$ cat src/logic/logic_output_pkg.sv
package logic_output_pkg;
    // =========================================================
    // Sizes
    // =========================================================
    localparam int UNITS     = 3;    // Independent combiner units
    localparam int FUNC_W    = 6;    // Width of a function code
    localparam int NUM_FUNCS = 64;   // Status flags offered to selectors
    localparam int OPER_W    = 2;    // Width of an operator code

    // =========================================================
    // Operator codes
    // =========================================================
    localparam logic [1:0] OP_AND = 2'h0;
    localparam logic [1:0] OP_OR  = 2'h1;
    localparam logic [1:0] OP_XOR = 2'h2;

    // =========================================================
    // Function codes that an operand may not use
    // =========================================================
    localparam logic [5:0] FN_RESULT1    = 6'h21; // Combined result 1
    localparam logic [5:0] FN_RESULT2    = 6'h22; // Combined result 2
    localparam logic [5:0] FN_RESULT3    = 6'h23; // Combined result 3
    localparam logic [5:0] FN_OPTION_OUT = 6'h2C; // Option card output
    localparam logic [5:0] FN_UNASSIGNED = 6'h3F; // Unassigned

    // =========================================================
    // Factory defaults
    // =========================================================
    localparam logic [5:0] DEF_OPERAND   = 6'h00;
    localparam logic [5:0] DEF_U3_OPB    = 6'h01;
    localparam logic [1:0] DEF_OPERATOR  = 2'h0;
    localparam logic [5:0] DEF_TERM_FUNC = 6'h3F;

    // State of one unit's selections
    typedef struct packed {
        logic [5:0] opA;
        logic [5:0] opB;
        logic [1:0] oper;
    } unit_cfg_t;
endpackage

$ cat src/logic/logic_output_combiner.sv
`timescale 1ns/1ps
// Contract
// - Three independent units, own operands and operator
// - Operator 00 AND, 01 OR, 02 XOR
// - Truth tables as standard AND, OR, XOR
// - Operands exclude results, option output, unassigned
// - Results routable to two terminals or relay
// - Defaults: operands 00, unit3 B 01, AND
// - Selection writes refused while drive runs
module logic_output_combiner (
    // Clock and reset
    input  wire logic                 clk,
    input  wire logic                 reset,
    // Drive mode and factory restore
    input  wire logic                 runMode,
    input  wire logic                 restoreDefaults,
    // Selection write port
    input  wire logic                 cfgWrite,
    input  wire logic [1:0]           cfgUnit,
    input  wire logic [1:0]           cfgField,
    input  wire logic [5:0]           cfgValue,
    // Terminal function writes
    input  wire logic                 termWrite,
    input  wire logic [1:0]           termSel,
    input  wire logic [5:0]           termValue,
    // Discrete status flags, indexed by function code
    input  wire logic [63:0]          statusFlags,
    // Results and routed outputs
    output logic [2:0]                combinedResult,
    output logic                      firstTerminalOut,
    output logic                      secondTerminalOut,
    output logic                      relayOut,
    // Write status
    output logic                      cfgRejected
);
    // =========================================================
    // State
    // =========================================================
    typedef struct packed {
        logic_output_pkg::unit_cfg_t [2:0] cfg;   // Unit selections
        logic [5:0] firstTermFunc;                // Terminal 1 function
        logic [5:0] secondTermFunc;               // Terminal 2 function
        logic [5:0] relayFunc;                    // Relay function
        logic [2:0] result;                       // Registered results
        logic       term1;                        // Terminal 1 level
        logic       term2;                        // Terminal 2 level
        logic       relay;                        // Relay level
        logic       rejected;                     // Set by a refused write, cleared by an accepted selection write or restore
    } state_t;

    state_t     s_q;        // Registered state
    state_t     s_d;        // Next state
    logic [2:0] rawResult;  // Operator outputs

    // Operand legality check
    function automatic logic legalOperand(input logic [5:0] f);
        legalOperand = (f != logic_output_pkg::FN_RESULT1) &&
                       (f != logic_output_pkg::FN_RESULT2) &&
                       (f != logic_output_pkg::FN_RESULT3) &&
                       (f != logic_output_pkg::FN_OPTION_OUT) &&
                       (f != logic_output_pkg::FN_UNASSIGNED);
    endfunction

    // Terminal source lookup: results or plain status flags
    function automatic logic termLevel(input logic [5:0] f,
                                       input logic [2:0] r,
                                       input logic [63:0] flags);
        case (f)
            logic_output_pkg::FN_RESULT1:    termLevel = r[0];
            logic_output_pkg::FN_RESULT2:    termLevel = r[1];
            logic_output_pkg::FN_RESULT3:    termLevel = r[2];
            logic_output_pkg::FN_UNASSIGNED: termLevel = 1'b0;
            default:                         termLevel = flags[f];
        endcase
    endfunction

    // =========================================================
    // Units
    // =========================================================
    // One operator instance per unit
    generate
        for (genvar u = 0; u < logic_output_pkg::UNITS; u++) begin : g_unit
            logic_op_unit u_op (
                .opA    (statusFlags[s_q.cfg[u].opA]),
                .opB    (statusFlags[s_q.cfg[u].opB]),
                .oper   (s_q.cfg[u].oper),
                .result (rawResult[u])
            );
        end
    endgenerate

    // =========================================================
    // Next state
    // =========================================================
    always_comb begin
        s_d = s_q;
        // Results sampled every cycle
        s_d.result = rawResult;
        // Routed outputs use the registered results
        s_d.term1 = termLevel(s_q.firstTermFunc, s_q.result,
                              statusFlags);
        s_d.term2 = termLevel(s_q.secondTermFunc, s_q.result,
                              statusFlags);
        s_d.relay = termLevel(s_q.relayFunc, s_q.result,
                              statusFlags);
        if (restoreDefaults && !runMode) begin
            // Factory restore also obeys the stop-only lock
            for (int u = 0; u < 3; u++) begin
                s_d.cfg[u].opA  = logic_output_pkg::DEF_OPERAND;
                s_d.cfg[u].opB  = logic_output_pkg::DEF_OPERAND;
                s_d.cfg[u].oper = logic_output_pkg::DEF_OPERATOR;
            end
            s_d.cfg[2].opB = logic_output_pkg::DEF_U3_OPB;
            s_d.rejected = 1'b0;
        end else if (cfgWrite) begin
            // Refuse in run mode, bad unit, or illegal value
            if (runMode || cfgUnit == 2'h3) begin
                s_d.rejected = 1'b1;
            end else if (cfgField == 2'h0) begin
                s_d.rejected = !legalOperand(cfgValue);
                if (legalOperand(cfgValue)) begin
                    s_d.cfg[cfgUnit].opA = cfgValue;
                end
            end else if (cfgField == 2'h1) begin
                s_d.rejected = !legalOperand(cfgValue);
                if (legalOperand(cfgValue)) begin
                    s_d.cfg[cfgUnit].opB = cfgValue;
                end
            end else if (cfgField == 2'h2 && cfgValue <= 6'h02) begin
                s_d.cfg[cfgUnit].oper = cfgValue[1:0];
                s_d.rejected = 1'b0;
            end else begin
                s_d.rejected = 1'b1;
            end
        end
        // Terminal routing writes, also stop-only
        if (termWrite) begin
            if (runMode || termSel == 2'h3) begin
                s_d.rejected = 1'b1;
            end else if (termSel == 2'h0) begin
                s_d.firstTermFunc = termValue;
            end else if (termSel == 2'h1) begin
                s_d.secondTermFunc = termValue;
            end else begin
                s_d.relayFunc = termValue;
            end
        end
    end

    // =========================================================
    // Registers
    // =========================================================
    always_ff @(posedge clk or posedge reset) begin
        if (reset) begin
            s_q <= '0;
            s_q.cfg[2].opB      <= logic_output_pkg::DEF_U3_OPB;
            s_q.firstTermFunc   <= logic_output_pkg::DEF_TERM_FUNC;
            s_q.secondTermFunc  <= logic_output_pkg::DEF_TERM_FUNC;
            s_q.relayFunc       <= logic_output_pkg::DEF_TERM_FUNC;
        end else begin
            s_q <= s_d;
        end
    end

    // Outputs straight from flip-flops
    assign combinedResult    = s_q.result;
    assign firstTerminalOut  = s_q.term1;
    assign secondTerminalOut = s_q.term2;
    assign relayOut          = s_q.relay;
    assign cfgRejected       = s_q.rejected;

    // =========================================================
    // Checks
    // =========================================================
    // Selections frozen while the drive runs, restore included
    a_run_lock: assert property (@(posedge clk) disable iff (reset)
        runMode |=> s_q.cfg == $past(s_q.cfg))
        else $error("Selection changed in run mode");
    // Results lag their operands by exactly one clock
    a_result_follow: assert property (
        @(posedge clk) disable iff (reset)
        ##1 combinedResult == $past(rawResult))
        else $error("Result did not follow operands");
    // No unit may ever hold a refused operand code
    a_legal_ops: assert property (
        @(posedge clk) disable iff (reset)
        legalOperand(s_q.cfg[0].opA) && legalOperand(s_q.cfg[0].opB) &&
        legalOperand(s_q.cfg[1].opA) && legalOperand(s_q.cfg[1].opB) &&
        legalOperand(s_q.cfg[2].opA) && legalOperand(s_q.cfg[2].opB))
        else $error("Illegal operand stored");
    // Operator code 3 is never stored in any unit
    a_oper_range: assert property (
        @(posedge clk) disable iff (reset)
        s_q.cfg[0].oper != 2'h3 && s_q.cfg[1].oper != 2'h3 &&
        s_q.cfg[2].oper != 2'h3)
        else $error("Illegal operator stored");
    // A stopped restore lands the defaults for unit one operand A and operator and unit three operand B
    a_restore_val: assert property (
        @(posedge clk) disable iff (reset)
        restoreDefaults && !runMode |=>
        s_q.cfg[2].opB == logic_output_pkg::DEF_U3_OPB &&
        s_q.cfg[0].opA == logic_output_pkg::DEF_OPERAND &&
        s_q.cfg[0].oper == logic_output_pkg::DEF_OPERATOR)
        else $error("Defaults not loaded");
    // Operator truth tables, one unit each
    a_and_table: assert property (
        @(posedge clk) disable iff (reset)
        s_q.cfg[0].oper == 2'h0 |-> rawResult[0] ==
        (statusFlags[s_q.cfg[0].opA] & statusFlags[s_q.cfg[0].opB]))
        else $error("AND result wrong");
    a_or_table: assert property (
        @(posedge clk) disable iff (reset)
        s_q.cfg[2].oper == 2'h1 |-> rawResult[2] ==
        (statusFlags[s_q.cfg[2].opA] | statusFlags[s_q.cfg[2].opB]))
        else $error("OR result wrong");
    a_xor_table: assert property (
        @(posedge clk) disable iff (reset)
        s_q.cfg[1].oper == 2'h2 |-> rawResult[1] ==
        (statusFlags[s_q.cfg[1].opA] ^ statusFlags[s_q.cfg[1].opB]))
        else $error("XOR result wrong");
    // Relay routed to unit three shows its result a clock later
    a_relay_route: assert property (
        @(posedge clk) disable iff (reset)
        s_q.relayFunc == 6'h23 && $stable(s_q.relayFunc)
        |=> relayOut == $past(combinedResult[2]))
        else $error("Relay route wrong");
    // Writes in run mode are flagged as refused
    a_reject_run: assert property (
        @(posedge clk) disable iff (reset)
        cfgWrite && runMode && !termWrite |=> cfgRejected)
        else $error("Run write not flagged");
    // Refused operand codes are flagged
    a_bad_operand: assert property (
        @(posedge clk) disable iff (reset)
        cfgWrite && !restoreDefaults && !termWrite && cfgField < 2'h2 &&
        !legalOperand(cfgValue) |=> cfgRejected)
        else $error("Bad operand not flagged");
    // A write to unit one leaves the other units alone
    a_unit_keep: assert property (
        @(posedge clk) disable iff (reset)
        cfgWrite && !restoreDefaults && cfgUnit == 2'h0
        |=> s_q.cfg[2:1] == $past(s_q.cfg[2:1]))
        else $error("Unit write disturbed another unit");
endmodule

$ cat src/logic/logic_op_unit.sv
`timescale 1ns/1ps
// Combinational two-operand operator
module logic_op_unit (
    // Operands and operator
    input  wire logic       opA,
    input  wire logic       opB,
    input  wire logic [1:0] oper,
    // Result
    output logic            result
);
    // =========================================================
    // Operator decode
    // =========================================================
    // Unused code 3 yields 0 so a bad code cannot assert outputs
    always_comb begin
        case (oper)
            logic_output_pkg::OP_AND: result = opA & opB;
            logic_output_pkg::OP_OR:  result = opA | opB;
            logic_output_pkg::OP_XOR: result = opA ^ opB;
            default:                  result = 1'b0;
        endcase
    end
endmodule

$ cat config.mk
export PLATFORM = sky130hd
export DESIGN_NAME = logic_output_combiner
export DESIGN_NICKNAME = d
export VERILOG_FILES = /design/src/logic/logic_output_pkg.sv /design/src/logic/logic_output_combiner.sv /design/src/logic/logic_op_unit.sv
export SDC_FILE = /design/constraint.sdc
export NUM_CORES = 1
export LEC_CHECK = 0
export BUFFER_PORTS_ARGS = -buffer_cell sky130_fd_sc_hd__buf_2
export CORE_MARGIN = 8
export CORE_UTILIZATION = 36
export CTS_BUF_LIST = sky130_fd_sc_hd__clkbuf_16
export DETAILED_ROUTE_END_ITERATION = 12
export PLACE_DENSITY = 0.5
export REMOVE_ABC_BUFFERS = 1
export SLEW_MARGIN = 20
export SYNTH_ARGS = -nofsm -noshare
export SYNTH_HDL_FRONTEND = slang
export SYNTH_HIERARCHICAL = 1
export SYNTH_SLANG_ARGS = --single-unit
$ cat constraint.sdc
create_clock -name clk -period 3.87 [get_ports clk]
set_input_delay 0.1935 -clock clk [delete_from_list [all_inputs] [get_ports clk]]
set_output_delay 0.1935 -clock clk [all_outputs]
set_load 0.005 [all_outputs]
==> results of run 1 <==
==> power by group through the flow <==
stage | Sequential, mW | Combinational [mW] | Clock, mW
after floorplan | 0.994 | 0.642 | 0
after global placement | 1.05 | 0.985 | 0
after detailed placement | 1.06 | 0.993 | 0
after CTS | 1.05 | 1.00 | 0.808
after global routing | 1.07 | 1.08 | 0.838
final | 1.05 | 1.00 | 0.795
==> cell type report <==
type,count,area [µm²]
Clock buffer,9,225
Sequential cell,67,1700
Tap cell,280,350
Inverter,16,60.1
Multi-Input combinational cell,444,5820
Fill cell,2048,12900
Timing Repair Buffer,102,531
Clock inverter,6,57.6
==> logic make-up (layout without fill, tap and decap cells) <==
| group | after synthesis | in the layout |
|---|---|---|
| multiplexers | 224 | 224 |
| AND/OR/NAND/NOR | 108 | 108 |
| AO/OA/AOI/OAI | 106 | 106 |
| buffers and inverters | 83 | 133 |
| flip-flops | 67 | 67 |
| adder cells (fa/ha/maj) | 6 | 6 |
==> per-layer routing <==
| layer | vias to the layer above | global-route usage [%] | share of wire, % |
|---|---|---|---|
| li1 | 2640 | - | - |
| met1 | 3448 | 28.7 | 38 |
| met2 | 441 | 37.1 | 50 |
| met3 | 71 | 3.53 | 8.7 |
| met4 | 0 | 8.14 | 3.6 |
| met5 | - | 0 | 0 |
==> per-stage QoR <==
stage          instance area [µm²]  power (mW)  instances  utilization (%)
2_1_floorplan                 7580        1.64        527                -
3_3_place_gp                  8460        2.04        909             39.0
3_5_place_dp                  8460        2.05        909             39.0
4_1_cts                       8740        2.86        924             40.3
5_1_grt                       8740        2.99        924             40.3
6_report                      8740        2.85        924             40.3
==> cell usage in the layout, fill, tap and decap left out, types with 4 or more instances in the layout <==
| master | synthesis | final |
|---|---|---|
| dfrtp_1 | 48 | 48 |
| nor2_1 | 14 | 14 |
| nand4_1 | 7 | 7 |
| a31oi_1 | 12 | 12 |
| a22o_1 | 35 | 35 |
| mux2_2 | 21 | 21 |
| nor4b_1 | 4 | 4 |
| buf_4 | 3 | 8 |
| nor2b_1 | 15 | 15 |
| buf_2 | 14 | 94 |
| a21oi_1 | 7 | 7 |
| nor4_1 | 4 | 4 |
| nand2b_1 | 6 | 6 |
| a211oi_1 | 7 | 7 |
| a22oi_1 | 6 | 6 |
| nor3_1 | 6 | 6 |
| inv_1 | 16 | 15 |
| o21ai_0 | 14 | 14 |
| nand3_1 | 13 | 13 |
| mux4_1 | 20 | 20 |
| o22ai_1 | 5 | 5 |
| mux2i_1 | 44 | 44 |
| clkbuf_16 | 0 | 9 |
| mux4_2 | 139 | 139 |
| ha_1 | 6 | 6 |
| nand2_1 | 26 | 26 |
| dfstp_2 | 19 | 19 |
==> final timing paths <==
check,startpoint,to,slack (ns)
setup / recovery,s_q[55],combinedResult[2],0.91
hold / removal,reset,relayOut,0.10
hold reg to reg,s_q[26],combinedResult[0],0.50
min in group clk,termValue[5],s_q[12],0.11
max in group asynchronous,reset,s_q[44],3.20
setup reg to reg,s_q[55],combinedResult[2],0.91
==> registers in the layout, indices dropped and copies added, names as in the netlist <==
signal and count:
cfgRejected 1, combinedResult 3, firstTerminalOut 1, relayOut 1, s_q 60, secondTerminalOut 1
==> worst max-delay path: cells and delay by family (launching register included) <==
kind                       cells  cell delay, ns
DFF                            1            0.87
adders and majority gates      1            0.14
and+or+nand+nor                1            0.15
muxes                          3            1.16
buffers and inverters          2            0.11
AOI/OAI and AO/OA              3            0.40
==> results.py, run 1 <==
metrics = {
    "critical_path": {
        "cpPeakStageDelay_ns": 0.87,
        "cp_max_fo": 17,
        "cp_data_arrival_time_ns": 3.17,
        "setup.worst_path.class": "reg -> reg",
        "crit_path_end_kind": "flip-flop",
        "slowest_stage": "dfstp_2",
        "cp.required_ns": 4.08,
        "rr_worst_depth": 10,
        "cp-start-kind": "flip-flop",
        "cp_cell_sequence": "mux4_2 > mux4_2 > nor2b_1 > a211oi_1 > a21oi_1 > inv_1 > ha_1 > inv_1 > mux2i_1 > o22ai_1",
    },
    "synth": {
        "synth.area.mux_share_pct": 54.7,
        "synth_top_area_share_pct": 39.5,
        "ys_ff_latch": 67,
        "yosys-top-cells-area": "mux4_2 (40%), dfrtp_1 (15%), mux4_1 (6.6%), dfstp_2 (6.3%), mux2i_1 (5.6%)",
        "synthArstFlopShare_pct": 100,
        "synth-compound-area-share_pct": 10.2,
        "synth_fa_ha_area_share_pct": 0.948,
        "seq_area_frac_synth_pct": 21.5,
        "synth_common_cells": "mux4_2 (139), dfrtp_1 (48), mux2i_1 (44)",
        "synth-simple-area-share_pct": 7.55,
        "synth_top_family_by_area": "multiplexers",
        "yosysWarnings": 6,
        "syn_area_um2": 7920,
        "synth.distinct_cells": 53,
        "synth_edf_count": 0,
        "synth_largest_area_cell": "mux4_2",
        "synthXorXnorAreaFrac_pct": 0,
        "synthCells": 594,
        "synth_most_common_cell": "mux4_2",
        "avgSynthCellArea_um2": 13.3,
        "ys.flop_type": "dfrtp_1",
    },
    "placement": {
        "hpwl_mm": 21.5,
        "routabilityCongestion": 0.929,
        "place.port_buffers": 94,
        "place_ws_ns": 0.905,
    },
    "global_route": {
        "grt.total_usage_pct": 22.2,
        "globalRouteOverflowTotal": 0,
        "grt_max_degree": 68,
        "grt_pass1_wl_mm": 44.5,
        "grt_pass1_vias": 6916,
        "antenna_found_initial": 0,
    },
    "routing": {
        "drtAntennaViolNets": 0,
        "vias": 6600,
        "viasPerCell": 7.14,
        "first_pass_iters": 5,
        "drtIter0Drc": 892,
        "routedWlPerCell_um": 32.0,
        "drc": 0,
        "wl_mm": 29.6,
    },
    "timing": {
        "max_freq_ghz": 0.338,
        "worst_slew_pin_slew_ns": 1.05,
        "rsz0062_at_grt": "false",
        "setup_viol": 0,
        "period_minus_slack_ns": 2.96,
        "fin_skew_ns": 0.0102,
        "whs_ns": 0.101,
        "worst_slack_ns": 0.911,
        "slew_headroom_pct": 29.1,
        "maxSlewViolCount": 0,
        "post-route-period-util_pct": 76.5,
        "final.setup.tns_ns": 0,
        "finalHoldViolCount": 0,
    },
    "die": {
        "io-pin-count": 95,
        "rows": 54,
        "coreArea_um2": 21700,
        "dieArea_um2": 27000,
        "initial_core_util_pct": 36.5,
        "die_x_um": 164,
        "fp.dieH_um": 164,
    },
    "outcome": {
        "status": "completed",
    },
    "clocking": {
        "post_cts_resized": 0,
        "clk_latency_ns": 0.34,
        "cts_hold_buf": 0,
        "clk_path_buf_depth": 2,
        "cts_buffers": 9,
        "cts_setup_buffers": 0,
        "cts_sinks": 67,
        "cts_root_buf": "clkbuf_16",
        "path_clk_slew_ns": 0.06,
        "cts_tree": "built",
        "htree_levels": 3,
    },
    "power": {
        "clkPwrFrac_pct": 27.9,
        "p_leak_nw": 3.16,
        "switching_share_pct": 35.3,
        "p_seq_share_pct": 36.9,
        "p_per_area_nw_per_um2": 326,
        "intPower_mw": 1.84,
        "ir_drop_mv": 0.312,
        "combPwrFrac_pct": 35.3,
        "p_switching_mw": 1.01,
    },
    "final_layout": {
        "drive_gt1_share_pct": 46.6,
        "diodes": 0,
        "syn_to_final_growth_pct": 10.4,
        "nets": 734,
    },
    "worst_hold_path": {
        "hp-class": "in -> async",
    },
    "job": {
        "max_cap_violations": 0,
    },
}
Power figures use the tool's default switching activity.
==> run 2, diff against run 1 <==
- clock period: 3.87 -> 2.8 ns (I/O delays scaled with it)
==> results.py, run 2 (synthesis results as in run 1) <==
metrics = {
    "outcome": {
        "status": "completed",
    },
    "final_layout": {
        "fillers": 2017,
        "syn_to_final_growth_pct": 15.5,
        "diodes": 0,
        "drive_gt1_share_pct": 50.9,
        "mostFrequentLayoutCell": "mux4_2",
        "largest_reg_flops": 60,
        "final_cell_mix": "mux4_2 (142), buf_2 (94), dfrtp_1 (46)",
        "nets": 763,
        "multi_input_area_um2": 5830,
        "seqCellArea_um2": 1710,
        "final_cell_area_um2": 9150,
        "top_register": "s_q",
        "final_cells": 954,
    },
    "die": {
        "rows": 54,
        "coreArea_um2": 21700,
        "initial_core_util_pct": 36.5,
        "fp.dieH_um": 164,
        "io-pin-count": 95,
        "dieArea_um2": 27000,
        "die_x_um": 164,
    },
    "timing": {
        "slew_headroom_pct": 42.4,
        "finalHoldViolCount": 0,
        "period_minus_slack_ns": 2.78,
        "post-route-period-util_pct": 99.5,
        "worst_slew_pin_slew_ns": 0.862,
        "maxSlewViolCount": 0,
        "fin_skew_ns": 0.00830,
        "rsz0062_at_grt": "true",
        "setup_viol": 0,
        "worst_slack_ns": 0.0151,
        "max_freq_ghz": 0.359,
    },
    "critical_path": {
        "cp_data_arrival_time_ns": 3.01,
        "r2r_start": "s_q[61]",
        "cp-start-kind": "flip-flop",
        "cp.required_ns": 3.02,
        "crit_path_end_kind": "flip-flop",
        "ff2ff_setup_slack_ns": 0.02,
        "setup.worst_path.class": "reg -> reg",
        "r2r_end": "combinedResult[2]",
        "cp_max_fo": 5,
        "rr_worst_depth": 9,
    },
    "global_route": {
        "grt_pass1_wl_mm": 45.5,
        "grt_max_degree": 31,
        "globalRouteOverflowTotal": 0,
        "grt.total_usage_pct": 22.7,
        "antenna_found_initial": 0,
        "grt_pass1_vias": 7075,
    },
    "worst_hold_path": {
        "worstHoldEndpoint": "s_q[12]",
        "min_path_cells": 3,
        "hp-class": "in -> reg",
        "min_from": "termValue[5]",
    },
    "clocking": {
        "cts_tree": "built",
        "cts_sinks": 67,
        "cts_root_buf": "clkbuf_16",
        "cts_buffers": 9,
        "clk_path_buf_depth": 2,
        "clk_latency_ns": 0.34,
        "htree_levels": 3,
        "path_clk_slew_ns": 0.06,
    },
    "placement": {
        "placedCellCount": 932,
        "place_ws_ns": -0.00142,
        "routabilityCongestion": 0.883,
        "hpwl_mm": 22.0,
        "placed_cell_area_um2": 8710,
        "place.port_buffers": 94,
    },
    "power": {
        "finalPower_mw": 4.07,
        "p_per_area_nw_per_um2": 446,
        "p_leak_nw": 3.34,
        "ir_drop_mv": 0.463,
    },
    "routing": {
        "drtIter0Drc": 721,
        "drtAntennaViolNets": 0,
        "vias": 6831,
        "viasPerCell": 7.16,
        "drc": 0,
        "wl_mm": 30.7,
        "routedWlPerCell_um": 32.1,
        "first_pass_iters": 5,
    },
    "job": {
        "max_cap_violations": 0,
    },
}
-- run 2: cell types whose count changed in the layout (fill, tap and decap cells not counted), sizes merged --
| cell | before | now |
|---|---|---|
| dlygate4sd3 | 0 | 1 |
| clkinvlp | 1 | 3 |
| clkinv | 4 | 1 |
| clkbuf | 9 | 12 |
| inv | 16 | 18 |
| buf | 102 | 127 |
-- run 2: final cells by class --
cell class / instances / area share [%]
clock buffer: 9 / 2.46
clock inverter: 7 / 0.821
inverter: 16 / 0.657
multi-input combinational: 444 / 63.7
sequential: 67 / 18.7
tap: 280 / 3.83
timing repair buffer: 131 / 9.82
-- run 2: report_power, final --
part | internal [mW] | switching, mW | total (mW) | leakage, nW
clock | 0.694 | 0.471 | 1.16 | 0.138
combinational | 0.804 | 0.705 | 1.51 | 2.35
sequential | 1.11 | 0.287 | 1.40 | 0.852
total | 2.61 | 1.46 | 4.07 | 3.34
-- run 2: stage by stage --
stage	utilization, %	hold slack, ns	TNS (ns)
finish	42.2	0.0542	0
global route	42.2	0.0557	-0.105
CTS	41.6	0.0464	0
detailed placement	40.1	0.153	-0.00142
global placement	40.1	0.144	0
floorplan	-	0.249	-0.224
-- run 2: worst max-delay path by stage --
stage               startpoint                 to  slack [ns]
global route           s_q[55]  combinedResult[2]       -0.06
finish                 s_q[61]  combinedResult[2]        0.02
CTS                    s_q[55]  combinedResult[2]        0.03
global placement       s_q[55]  combinedResult[2]        0.04
floorplan              s_q[33]  combinedResult[0]       -0.12
detailed placement     s_q[55]  combinedResult[2]      -0.001
-- run 2: worst max-delay path, cell delays in order (launching register included) --
cell,delay [ns]
dfrtp_2,0.45
buf_12,0.15
mux4_1,0.55
mux4_2,0.50
mux4_2,0.54
inv_2,0.09
ha_4,0.12
inv_2,0.02
mux2i_1,0.12
o22ai_1,0.10
-- run 2: metal layers --
layer	track usage [%]	vias up	share of wire, %
li1	-	2702	-
met1	27.8	3498	36
met2	36.7	512	49
met3	6.19	117	9.9
met4	10.7	2	4.9
met5	1.70	-	0.19
-- run 2: what timing repair did --
item / 4_1_cts / 5_1_grt
hold buffers: 1 / 0
buffers inserted: 0 / 2
gates resized for setup: 1 / 13
hold endpoints to repair: 3 / 0
endpoints found under the setup margin: 1 / 3
pin swaps: 0 / 4
gates cloned: 0 / 3
==> run 3, diff against run 2 <==
- REMOVE_ABC_BUFFERS: 1 -> unset
==> results.py, run 3 (synthesis results as in run 1) <==
metrics = {
    "outcome": {
        "status": "completed",
    },
    "power": {
        "p_per_area_nw_per_um2": 459,
        "p_leak_nw": 3.32,
        "ir_drop_mv": 0.368,
    },
    "final_layout": {
        "mostFrequentLayoutCell": "mux4_2",
        "final_cells": 952,
        "drive_gt1_share_pct": 51.0,
        "final_cell_mix": "mux4_2 (147), buf_2 (94), dfrtp_1 (47)",
        "diodes": 0,
        "nets": 761,
        "largest_reg_flops": 60,
        "syn_to_final_growth_pct": 14.7,
        "top_register": "s_q",
        "final_util_pct": 41.9,
    },
    "critical_path": {
        "cp-start-kind": "flip-flop",
        "r2r_start": "s_q[61]",
        "setup.worst_path.class": "reg -> reg",
        "cp_data_arrival_time_ns": 3.00,
        "cp.required_ns": 3.01,
        "crit_path_end_kind": "flip-flop",
        "startpoint": "s_q[61]",
        "cp_max_fo": 9,
    },
    "die": {
        "initial_core_util_pct": 36.5,
        "io-pin-count": 95,
        "rows": 54,
        "fp.dieH_um": 164,
        "coreArea_um2": 21700,
        "dieArea_um2": 27000,
        "die_x_um": 164,
    },
    "synth": {
        "synth_fp_nets": 688,
    },
    "timing": {
        "finalHoldViolCount": 0,
        "fin_skew_ns": 0.0126,
        "setup_viol": 0,
        "worst_slack_ns": 0.00986,
        "max_freq_ghz": 0.358,
        "post-route-period-util_pct": 99.6,
        "period_minus_slack_ns": 2.79,
        "slew_headroom_pct": 33.2,
        "maxSlewViolCount": 0,
        "rsz0062_at_grt": "true",
        "worst_slew_pin_slew_ns": 0.993,
    },
    "routing": {
        "viasPerCell": 7.18,
        "drtIter0Drc": 711,
        "first_pass_iters": 5,
        "routedWlPerCell_um": 33.5,
        "vias": 6833,
        "wl_mm": 31.9,
        "drtAntennaViolNets": 0,
        "drc": 0,
    },
    "global_route": {
        "grt_pass1_vias": 7195,
        "grt.total_usage_pct": 23.8,
        "met3_usage_pct": 4.74,
        "grt_pass1_wl_mm": 47.5,
        "grt_max_degree": 27,
        "busiest_layer": "met2",
        "globalRouteOverflowTotal": 0,
        "antenna_found_initial": 0,
        "use_met1_pct": 30.7,
        "met2_usage_pct": 38.5,
    },
    "job": {
        "max_cap_violations": 0,
    },
    "placement": {
        "place.port_buffers": 94,
        "placedCellCount": 930,
        "routabilityCongestion": 0.910,
        "hpwl_mm": 22.4,
        "place_ws_ns": -0.0877,
    },
    "clocking": {
        "cts_root_buf": "clkbuf_16",
        "path_clk_slew_ns": 0.06,
        "cts_buffers": 9,
        "clk_path_buf_depth": 2,
        "cts_sinks": 67,
        "cts_tree": "built",
        "htree_levels": 3,
        "clk_latency_ns": 0.34,
    },
    "worst_hold_path": {
        "hp-class": "in -> reg",
        "min_from": "termValue[0]",
    },
}
[run 3: cell count changes in the layout (fill, tap and decap cells not counted), moves of 2 or more]
cell    delta
buf_12     -2
buf_4      +2
inv_6      -2
mux4_1     -5
mux4_2     +5
buf_6      -2
[run 3: final timing paths]
kind,end,slack [ns],cells after the start
worst max-delay path,combinedResult[2],0.01,9
worst min-delay path,s_q[7],0.07,2
worst max register to register,combinedResult[2],0.01,9
worst min register to register,combinedResult[1],0.52,1
max in group asynchronous,s_q[55],1.58,4
min in group asynchronous,secondTerminalOut,0.43,3
[run 3: what timing repair did]
| action | 4_1_cts | 5_1_grt |
|---|---|---|
| hold endpoints to repair | 10 | 0 |
| resized for setup | 1 | 17 |
| setup buffers | 0 | 3 |
| cloned | 0 | 2 |
| pin swaps | 1 | 3 |
| setup endpoints to repair | 1 | 2 |
| hold buffers | 1 | 0 |
[run 3: layer usage]
metal  part of all wire [%]  vias up
li1                       -     2697
met1                     38     3525
met2                     48      499
met3                    9.2      112
met4                    4.4        0
met5                      0        -
[run 3: area by class of cell]
class                   count  area (µm²)
fillers                  1987       12600
inverters                  16        60.1
repair buffers            129         841
well taps                 280         350
clock inverters             7        92.6
multi-input cells         444        5820
clock buffers               9         225
flip-flops and latches     67        1700
[run 3: stage by stage]
step | total power, mW | TNS [ns] | hold WS [ns] | instance area [µm²]
3_3_place_gp | 2.87 | -0.0893 | 0.253 | 8680
2_1_floorplan | 2.33 | 0 | 0.249 | 7920
4_1_cts | 4.16 | 0 | 0.0593 | 9010
6_report | 4.17 | 0 | 0.0672 | 9090
3_5_place_dp | 2.89 | -0.0877 | 0.255 | 8680
5_1_grt | 4.34 | -0.138 | 0.0733 | 9090
[run 3: worst max-delay path, stage by stage, from the launching register on]
cell     delay [ns]
dfrtp_1        0.35
buf_4          0.20
mux4_1         0.56
mux4_2         0.52
mux4_2         0.54
inv_1          0.08
ha_1           0.14
inv_1          0.04
mux2i_1        0.12
o22ai_1        0.11
[run 3: power breakdown]
| group | total, mW | switching [mW] | internal, mW |
|---|---|---|---|
| sequential | 1.41 | 0.299 | 1.11 |
| combinational | 1.51 | 0.714 | 0.793 |
| clock | 1.26 | 0.478 | 0.777 |
| total | 4.17 | 1.49 | 2.68 |
